--- config.mk ---
export PLATFORM = sky130hd
export DESIGN_NAME = interrupt_vectoring_control
export DESIGN_NICKNAME = d
export VERILOG_FILES = /design/src/hdl/irq_vec_pkg.sv /design/src/hdl/interrupt_vectoring_control.sv /design/src/hdl/irq_priority_pick.sv
export SDC_FILE = /design/constraint.sdc
export NUM_CORES = 1
export LEC_CHECK = 0
export BUFFER_PORTS_ARGS = -buffer_cell sky130_fd_sc_hd__buf_2
export CORE_ASPECT_RATIO = 0.75
export CORE_MARGIN = 2
export CORE_UTILIZATION = 44
export CTS_CLUSTER_DIAMETER = 120
export CTS_CLUSTER_SIZE = 14
export DETAILED_ROUTE_END_ITERATION = 6
export PLACE_DENSITY = 0.75
export SETUP_SLACK_MARGIN = 0.5
export SLEW_MARGIN = 20
export SYNTH_ARGS = -nofsm -noshare
export SYNTH_HDL_FRONTEND = slang
export SYNTH_SLANG_ARGS = --single-unit
--- constraint.sdc ---
create_clock -name pclk -period 2.3 [get_ports pclk]
set_input_delay 0.23 -clock pclk [delete_from_list [all_inputs] [get_ports pclk]]
set_output_delay 0.23 -clock pclk [all_outputs]
set_load 0.02 [all_outputs]
--- src/hdl/irq_vec_pkg.sv ---
/*
  Constants, types and register map for the interrupt vectoring control.
  Assumes a single 200 MHz clock and an APB master with 32-bit data.
*/
// ==========================================================================
package irq_vec_pkg;

  // ========================================================================
  // Register map (byte addresses)
  localparam logic [7:0] OFS_CTRL = 8'h00;
  localparam logic [7:0] OFS_ENABLE = 8'h04;
  localparam logic [7:0] OFS_FLAG = 8'h08;
  localparam logic [7:0] OFS_LEVEL = 8'h0c;
  localparam logic [7:0] OFS_SP = 8'h10;
  localparam logic [7:0] OFS_STATUS = 8'h14;

  // ========================================================================
  // Field positions
  localparam int CTRL_GIE_BIT = 0;
  localparam int CTRL_VTS_BIT = 1;
  localparam int STAT_STATE_LSB = 0;
  localparam int STAT_IDX_LSB = 8;
  localparam int STAT_FUSE_BIT = 16;

  // ========================================================================
  // Reset values
  localparam logic [15:0] SP_RESET = 16'h0000;
  localparam logic GIE_RESET = 1'b0;
  localparam logic VTS_RESET = 1'b0;

  // ========================================================================
  // Sequencing counts in clock cycles, then stack step in bytes, vector stride and index width
  localparam logic [2:0] WAKE_CYC = 3'h4;
  localparam logic [2:0] ENTRY_CYC = 3'h4;
  localparam logic [2:0] JUMP_CYC = 3'h3;
  localparam logic [2:0] RET_CYC = 3'h4;
  localparam logic [15:0] SP_STEP = 16'h0002;
  localparam int VEC_STRIDE = 2;
  localparam int IDX_W = 4;

  // ========================================================================
  // Types
  typedef enum logic [4:0] {
    ST_IDLE = 5'b00001,
    ST_WAKE = 5'b00010,
    ST_ENTRY = 5'b00100,
    ST_JUMP = 5'b01000,
    ST_RET = 5'b10000
  } seq_state_t;

  typedef struct packed {
    logic cli;
    logic sei;
    logic ret;
  } instr_op_t;

  typedef struct packed {
    logic wr;
    logic rd;
    logic [15:0] addr;
    logic [7:0] wdata;
  } stack_req_t;

endpackage : irq_vec_pkg

--- src/hdl/interrupt_vectoring_control.sv ---
/*
  Interrupt acceptance, vectoring, entry and return sequencing, APB regs.
  Assumes core strobes on pclk, stack memory answering one cycle after rd.
*/
// Added by the designer: the register offsets and the APB slave port.
`timescale 1ns/1ps
module interrupt_vectoring_control
  import irq_vec_pkg::*;
#(
  parameter int N_SRC = 8,
  parameter int PC_W = 13,
  parameter int BOOT_START = 32'h0000_1c00
) (
  // Clock and reset
  input wire logic pclk,
  input wire logic presetn,
  // APB slave
  input wire logic psel,
  input wire logic penable,
  input wire logic pwrite,
  input wire logic [7:0] paddr,
  input wire logic [31:0] pwdata,
  output logic [31:0] prdata,
  output logic pready,
  output logic pslverr,
  // Interrupt sources
  input wire logic [N_SRC-1:0] irq_cond,
  // Fuse and lock straps
  input wire logic boot_reset_fuse,
  input wire logic app_section_lock_a,
  input wire logic boot_section_lock_b,
  // Core status
  input wire logic instr_done,
  input wire instr_op_t instr_op,
  input wire logic [PC_W-1:0] next_pc,
  input wire logic core_sleep,
  // Core control
  output logic core_hold,
  output logic pc_load,
  output logic [PC_W-1:0] pc_load_addr,
  output logic [PC_W-1:0] reset_vector,
  // Stack memory
  output stack_req_t stack,
  input wire logic [7:0] stack_rd_byte
);

  generate
    if (N_SRC < 1 || N_SRC > 15 || PC_W < 9 || PC_W > 16) begin : g_bad
      $error("interrupt_vectoring_control: unsupported parameters");
    end
  endgenerate

  localparam logic [PC_W-1:0] BOOT_PC = PC_W'(BOOT_START);

  logic gie;
  logic vector_table_select;
  logic [N_SRC-1:0] enable;
  logic [N_SRC-1:0] level_mask;
  logic [N_SRC-1:0] flag;
  logic [N_SRC-1:0] next_flag;
  logic [15:0] sp;
  logic [2:0] strap_s1;
  logic [2:0] strap_s2;
  seq_state_t state;
  logic [2:0] cnt;
  logic [IDX_W-1:0] cur_idx;
  logic [PC_W-1:0] ret_pc;
  logic [PC_W-1:0] vec_base;
  logic [7:0] pop_hi;
  logic [7:0] pop_lo;
  stack_req_t next_stack;
  logic [N_SRC-1:0] pending;
  logic [N_SRC-1:0] req;
  logic any_req;
  logic [IDX_W-1:0] pick_idx;
  logic [N_SRC-1:0] take_1h;
  logic [N_SRC-1:0] sw_clr;
  logic [N_SRC-1:0] lvl_wr;
  logic pc_in_boot;
  logic lock_block;
  logic at_boundary;
  logic take;
  logic ret_start;
  logic wake_end;
  logic entry_end;
  logic jump_end;
  logic ret_end;
  logic [PC_W-1:0] push_pc;
  logic apb_fire;
  logic wr_fire;
  logic mapped;
  logic [31:0] rd_val;

  // ========================================================================
  // Strap synchroniser; straps are static after power-up
  always_ff @(posedge pclk or negedge presetn) begin
    if (!presetn) begin
      strap_s1 <= 3'h0;
      strap_s2 <= 3'h0;
    end else begin
      strap_s1 <= {boot_section_lock_b, app_section_lock_a, boot_reset_fuse};
      strap_s2 <= strap_s1;
    end
  end

  always_ff @(posedge pclk or negedge presetn) begin
    if (!presetn) begin
      reset_vector <= '0;
    end else begin
      reset_vector <= strap_s2[0] ? BOOT_PC : '0;
    end
  end

  // ========================================================================
  // Request qualification
  assign pending = (flag & ~level_mask) | (irq_cond & level_mask);
  assign req = pending & enable;

  irq_priority_pick #(
    .N_SRC(N_SRC)
  ) i_irq_priority_pick (
    .req(req),
    .any(any_req),
    .idx(pick_idx)
  );

  assign pc_in_boot = (next_pc >= BOOT_PC);
  // Block handlers in a section the lock forbids from being interrupted
  assign lock_block = (strap_s2[1] && !vector_table_select && pc_in_boot)
    || (strap_s2[2] && vector_table_select && !pc_in_boot);

  // Boundary excludes disable, enable and return at their own completion
  assign at_boundary = core_sleep || (instr_done && !instr_op.cli
    && !instr_op.sei && !instr_op.ret);
  assign take = (state == ST_IDLE) && any_req && gie && !lock_block
    && at_boundary;
  assign ret_start = (state == ST_IDLE) && instr_done && instr_op.ret;

  assign wake_end = (state == ST_WAKE) && (cnt == WAKE_CYC - 3'h1);
  assign entry_end = (state == ST_ENTRY) && (cnt == ENTRY_CYC - 3'h1);
  assign jump_end = (state == ST_JUMP) && (cnt == JUMP_CYC - 3'h1);
  assign ret_end = (state == ST_RET) && (cnt == RET_CYC - 3'h1);

  // ========================================================================
  // Flags: a new condition wins over both clears
  assign sw_clr = (wr_fire && paddr == OFS_FLAG) ? pwdata[N_SRC-1:0] : '0;
  // A source turned level-type drops its flag at the same edge
  assign lvl_wr = (wr_fire && paddr == OFS_LEVEL) ? pwdata[N_SRC-1:0] : '0;

  generate
    for (genvar i = 0; i < N_SRC; i++) begin : g_flag
      assign take_1h[i] = take && (pick_idx == IDX_W'(i));
      assign next_flag[i] = (level_mask[i] || lvl_wr[i]) ? 1'b0
        : irq_cond[i] ? 1'b1
        : (take_1h[i] || sw_clr[i]) ? 1'b0
        : flag[i];
    end
  endgenerate

  always_ff @(posedge pclk or negedge presetn) begin
    if (!presetn) begin
      flag <= '0;
    end else begin
      flag <= next_flag;
    end
  end

  // ========================================================================
  // Global enable
  always_ff @(posedge pclk or negedge presetn) begin
    if (!presetn) begin
      gie <= GIE_RESET;
    end else if (take) begin
      gie <= 1'b0;
    end else if (instr_done && instr_op.cli) begin
      gie <= 1'b0;
    end else if (ret_end) begin
      gie <= 1'b1;
    end else if (instr_done && instr_op.sei) begin
      gie <= 1'b1;
    end else if (wr_fire && paddr == OFS_CTRL) begin
      gie <= pwdata[CTRL_GIE_BIT];
    end
  end

  // ========================================================================
  // Entry, jump, wake and return sequencer
  always_ff @(posedge pclk or negedge presetn) begin
    if (!presetn) begin
      state <= ST_IDLE;
      cnt <= 3'h0;
      core_hold <= 1'b0;
      cur_idx <= '0;
      ret_pc <= '0;
      vec_base <= '0;
    end else begin
      case (state)
        ST_IDLE: begin
          cnt <= 3'h0;
          if (take) begin
            state <= core_sleep ? ST_WAKE : ST_ENTRY;
            core_hold <= 1'b1;
            cur_idx <= pick_idx;
            ret_pc <= next_pc;
            vec_base <= vector_table_select ? BOOT_PC : '0;
          end else if (ret_start) begin
            state <= ST_RET;
            core_hold <= 1'b1;
          end
        end
        ST_WAKE: begin
          cnt <= wake_end ? 3'h0 : cnt + 3'h1;
          if (wake_end) begin
            state <= ST_ENTRY;
          end
        end
        ST_ENTRY: begin
          cnt <= entry_end ? 3'h0 : cnt + 3'h1;
          if (entry_end) begin
            state <= ST_JUMP;
          end
        end
        ST_JUMP: begin
          cnt <= jump_end ? 3'h0 : cnt + 3'h1;
          if (jump_end) begin
            state <= ST_IDLE;
            core_hold <= 1'b0;
          end
        end
        ST_RET: begin
          cnt <= ret_end ? 3'h0 : cnt + 3'h1;
          if (ret_end) begin
            state <= ST_IDLE;
            core_hold <= 1'b0;
          end
        end
        default: begin
          state <= ST_IDLE;
          cnt <= 3'h0;
          core_hold <= 1'b0;
        end
      endcase
    end
  end

  // ========================================================================
  // Program counter load toward the core
  always_ff @(posedge pclk or negedge presetn) begin
    if (!presetn) begin
      pc_load <= 1'b0;
      pc_load_addr <= '0;
    end else begin
      pc_load <= entry_end || ret_end;
      if (entry_end) begin
        pc_load_addr <= vec_base
          + PC_W'((32'(cur_idx) + 32'h1) * VEC_STRIDE);
      end else if (ret_end) begin
        pc_load_addr <= PC_W'({pop_hi, pop_lo});
      end
    end
  end

  // ========================================================================
  // Stack traffic: low byte at SP, high byte at SP-1
  assign push_pc = take ? next_pc : ret_pc;

  always_comb begin
    next_stack = '0;
    if ((take && !core_sleep) || wake_end) begin
      next_stack.wr = 1'b1;
      next_stack.addr = sp;
      next_stack.wdata = push_pc[7:0];
    end else if (state == ST_ENTRY && cnt == 3'h0) begin
      next_stack.wr = 1'b1;
      next_stack.addr = sp - 16'h0001;
      next_stack.wdata = 8'(ret_pc >> 8);
    end else if (ret_start) begin
      next_stack.rd = 1'b1;
      next_stack.addr = sp + 16'h0001;
    end else if (state == ST_RET && cnt == 3'h0) begin
      next_stack.rd = 1'b1;
      next_stack.addr = sp + SP_STEP;
    end
  end

  always_ff @(posedge pclk or negedge presetn) begin
    if (!presetn) begin
      stack <= '0;
    end else begin
      stack <= next_stack;
    end
  end

  always_ff @(posedge pclk or negedge presetn) begin
    if (!presetn) begin
      pop_hi <= 8'h00;
      pop_lo <= 8'h00;
    end else if (state == ST_RET) begin
      if (cnt == 3'h1) begin
        pop_hi <= stack_rd_byte;
      end
      if (cnt == 3'h2) begin
        pop_lo <= stack_rd_byte;
      end
    end
  end

  always_ff @(posedge pclk or negedge presetn) begin
    if (!presetn) begin
      sp <= SP_RESET;
    end else if (state == ST_ENTRY && cnt == 3'h1) begin
      sp <= sp - SP_STEP;
    end else if (state == ST_RET && cnt == 3'h1) begin
      sp <= sp + SP_STEP;
    end else if (wr_fire && paddr == OFS_SP) begin
      sp <= pwdata[15:0];
    end
  end

  // ========================================================================
  // APB slave: one wait state, error on unmapped address
  assign apb_fire = psel && penable && pready;
  assign wr_fire = apb_fire && pwrite && mapped;

  always_comb begin
    mapped = 1'b1;
    rd_val = 32'h0000_0000;
    case (paddr)
      OFS_CTRL: begin
        rd_val[CTRL_GIE_BIT] = gie;
        rd_val[CTRL_VTS_BIT] = vector_table_select;
      end
      OFS_ENABLE: rd_val[N_SRC-1:0] = enable;
      OFS_FLAG: rd_val[N_SRC-1:0] = flag;
      OFS_LEVEL: rd_val[N_SRC-1:0] = level_mask;
      OFS_SP: rd_val[15:0] = sp;
      OFS_STATUS: begin
        rd_val[STAT_STATE_LSB +: 5] = state;
        rd_val[STAT_IDX_LSB +: IDX_W] = cur_idx;
        rd_val[STAT_FUSE_BIT] = strap_s2[0];
      end
      default: mapped = 1'b0;
    endcase
  end

  always_ff @(posedge pclk or negedge presetn) begin
    if (!presetn) begin
      pready <= 1'b0;
      pslverr <= 1'b0;
      prdata <= 32'h0000_0000;
    end else begin
      pready <= psel && penable && !pready;
      pslverr <= psel && penable && !pready && !mapped;
      prdata <= (psel && penable && !pready && !pwrite) ? rd_val : 32'h0;
    end
  end

  always_ff @(posedge pclk or negedge presetn) begin
    if (!presetn) begin
      vector_table_select <= VTS_RESET;
      enable <= '0;
      level_mask <= '0;
    end else if (wr_fire) begin
      if (paddr == OFS_CTRL) begin
        vector_table_select <= pwdata[CTRL_VTS_BIT];
      end
      if (paddr == OFS_ENABLE) begin
        enable <= pwdata[N_SRC-1:0];
      end
      if (paddr == OFS_LEVEL) begin
        level_mask <= pwdata[N_SRC-1:0];
      end
    end
  end
endmodule : interrupt_vectoring_control

--- src/hdl/irq_priority_pick.sv ---
/*
  Fixed-priority picker: lowest requesting index wins.
  Assumes a request vector from logic on the same clock.
*/
`timescale 1ns/1ps
module irq_priority_pick
  import irq_vec_pkg::*;
#(
  parameter int N_SRC = 8
) (
  // Requests
  input wire logic [N_SRC-1:0] req,
  // Result
  output logic any,
  output logic [IDX_W-1:0] idx
);

  // ========================================================================
  // Scan from the lowest priority upward so the lowest index is kept
  always_comb begin
    any = 1'b0;
    idx = '0;
    for (int i = N_SRC - 1; i >= 0; i--) begin
      if (req[i]) begin
        any = 1'b1;
        idx = IDX_W'(i);
      end
    end
  end

endmodule : irq_priority_pick

==> out/results.txt <==
Path depth of the worst reg2reg path: 9
# fillers: 1231
Largest net degree at the start of global routing: 49
Setup crit start kind: flop
Drt pass-1 iters: 7
EDFF count, synth: 0
GRT Total Usage: 28.0%
R2r setup slk: 0.1 ns
Core area: 17800 sq um
Post-synth top flop: dfrtp_1
Area share of the largest cell type after synthesis: 45.2%
Cells along the critical path: and2b_1 > nand2_2 > or3_4 > buf_6 > o31ai_4 > buf_4 > buf_12 > o21ai_2 > o211ai_1
Die height: 121 um
Clk sinks: 147
Drt total wl: 31.1 mm
CP peak stage delay: 0.53 ns
Share of the yosys chip area belonging to registers: 45.5%
Hold Path Cell Cnt: 3
Placer Congestion: 0.978
Initial antenna violation count: 0
Flop and latch count out of synthesis: 147
Run status: finished with violations
Leak: 5.49 nW
Synth Cell Area: 8090 sq um
Async set-reset flop share out of synthesis: 100%
CP required: 2.61 ns
H-Tree Depth: 4
Wire length per cell: 22.6 um
Worst VDD drop: 558 uV
Post-route design area: 12000 sq um
Mapped Cells: 837
Die width: 161 um
Vias in the first global route: 7747
Final slew viol count: 0
DR vias: 8659
Ranking of synthesized cells by area: dfrtp_1 45%, nand2_1 5.3%, mux2_2 5.0%
Pwr Density: 895 nW/um^2
Setup WS pre-CTS: 0.0790 ns
Endpoints failing setup: 0
Worst Skew: 0.0130 ns
First-pass GRT wire length: 41.9 mm
Io pins: 170
Post-detailed-route via-to-cell ratio: 6.30
Worst setup EP type: flop
# port buffers: 128
Slowest cell on crit path: dfstp_2
Hold crit path type: input pin to flop
RSZ-0062 raised after global routing: true
Layout cells sized above 1: 47.3%
Antenna Cells: 0
Sum of buffers and inverters on the critical path: 3
Final period util: 95.8%
Hold Fails Final Rpt: 0
Crit path max fanout: 5
Layout area overhead: 48.6%
Setup Crit Path Kind: flop to flop
Final ANT Viol Nets: 0
Yosys warnings: 0
CP arrival: 2.52 ns
Nets@finish: 1213
Mapped Avg Cell Area: 9.66 sq um
Placement Rows: 42
Worst Slack Setup Final: 0.0956 ns
Clock latency on the worst-skew pair: 0.44 ns
Setup TNS: 0 ns
Slew margin rel.: 63.6%
Remaining DRCs: 3
Synth cell types: 82
Crit path depth: 9
Failing checks: design-rule violations
Initial core utilization: 45.4%
CP top delay family: simple AND/OR/NAND/NOR gates
DR iter-0 viols: 1217
Root Driver: clkbuf_16
Placed inst area: 9500 sq um
Max-cap violations: 0
DP HPWL: 17.8 mm
Worst-case clock buffer depth: 2
Clock slew at reported path FFs: 0.06 ns
Total gr overflow: 0
Fmax: 0.454 GHz
Worst Max-Slew Pin Slew: 0.547 ns
DIE AREA: 19500 sq um
CTS tree: done
Yosys top cell by area: dfrtp_1
Final Critical Period: 2.20 ns
Number of CTS-inserted buffers: 17
Pwr Total: 0.0108 W
worst min-delay path, stage by stage:
cell and delay, ns:
buf_2 0.10, nand2_1 0.05, nand2_1 0.05
area by class of cell:
type	instances	area, sq um	share of cell area, %
inverters	14	62.6	0.520
multi-input cells	630	4950	41.2
well taps	242	303	2.52
flip-flops and latches	147	3680	30.7
clock inverters	13	165	1.37
repair buffers	310	2420	20.1
clock buffers	19	443	3.68
cell usage in the layout, fill, tap and decap left out, types with 20 or more instances in the layout:
cell type	instances
a21oi_1	50
buf_2	127
buf_4	109
buf_6	49
clkbuf_16	21
conb_1	25
dfrtp_1	142
mux2_2	23
mux2_4	21
nand2_1	99
nor2_1	50
o21ai_0	20
metal layers:
| metal | vias up | routed length, um | global-route usage [%] |
|---|---|---|---|
| met5 | - | 0 | 0 |
| met4 | 0 | 1800 | 11.4 |
| met3 | 178 | 3830 | 7.62 |
| met2 | 736 | 13600 | 42.3 |
| met1 | 4127 | 11900 | 38.3 |
| li1 | 3618 | - | - |
cells by family (layout without fill, tap and decap cells):
kind of cell	Yosys count	in the layout	synth area share, %
AND/OR/NAND/NOR	320	321	20.6
AO/OA/AOI/OAI	219	219	19.0
flip-flops	147	147	45.5
buffers and inverters	85	356	5.72
multiplexers	51	51	7.15
adder cells (fa/ha/maj)	11	11	1.70
XOR/XNOR	3	3	0.325
other	1	25	0.0464
what timing repair did:
item,4_1_cts,5_1_grt
setup buffers,50,37
pin swaps,47,61
hold buffers,9,0
hold endpoints to repair,49,0
cloned,1,5
resized for setup,128,114
endpoints found under the setup margin,90,90
cell usage after synthesis, drive strengths merged (9+ instances only):
cell and count:
a21oi 62, a22oi 14, a31oi 19, and2 10, and3 10, buf 42
clkbuf 29, dfrtp 146, ha 11, inv 14, mux2 45, nand2 118
nand3 23, nand4 15, nor2 64, nor3 27, nor4 11, o21ai 35
o31ai 9, or3 10
path summary, 6_finish.rpt:
kind,to,start
worst max-delay path,stack[11],state[0]
worst min-delay path,pop_hi[4],stack_rd_byte[4]
worst max register to register,stack[11],state[0]
worst min register to register,strap_s2[0],strap_s1[0]
max in group asynchronous,state[0],presetn
min in group asynchronous,sp[12],presetn
metrics by stage:
step | utilization, % | hold WS [ns] | cells
global route | 67.5 | 0.0278 | 1375
finish | 67.5 | 0.0254 | 1375
CTS | 62.5 | 0.000889 | 1333
floorplan | - | -0.0656 | 861
global placement | 53.3 | 0.171 | 1241
detailed placement | 53.3 | 0.166 | 1241
power by group:
group	internal, W	switching (W)
sequential	0.00305	0.000395
clock	0.00167	0.00125
combinational	0.00199	0.00240
total	0.00671	0.00405
flip-flops by register name (all words and copies together), names as in the netlist:
register	count
cnt	3
core_hold	1
cur_idx	3
enable	8
flag	8
gie	1
level_mask	8
pc_load	1
pc_load_addr	13
pop_hi	5
pop_lo	8
prdata	17
pready	1
pslverr	1
reset_vector	1
ret_pc	13
sp	16
stack	26
state	5
strap_s1	3
strap_s2	3
vec_base	1
vector_table_select	1
(Power assumes the default switching activity.)
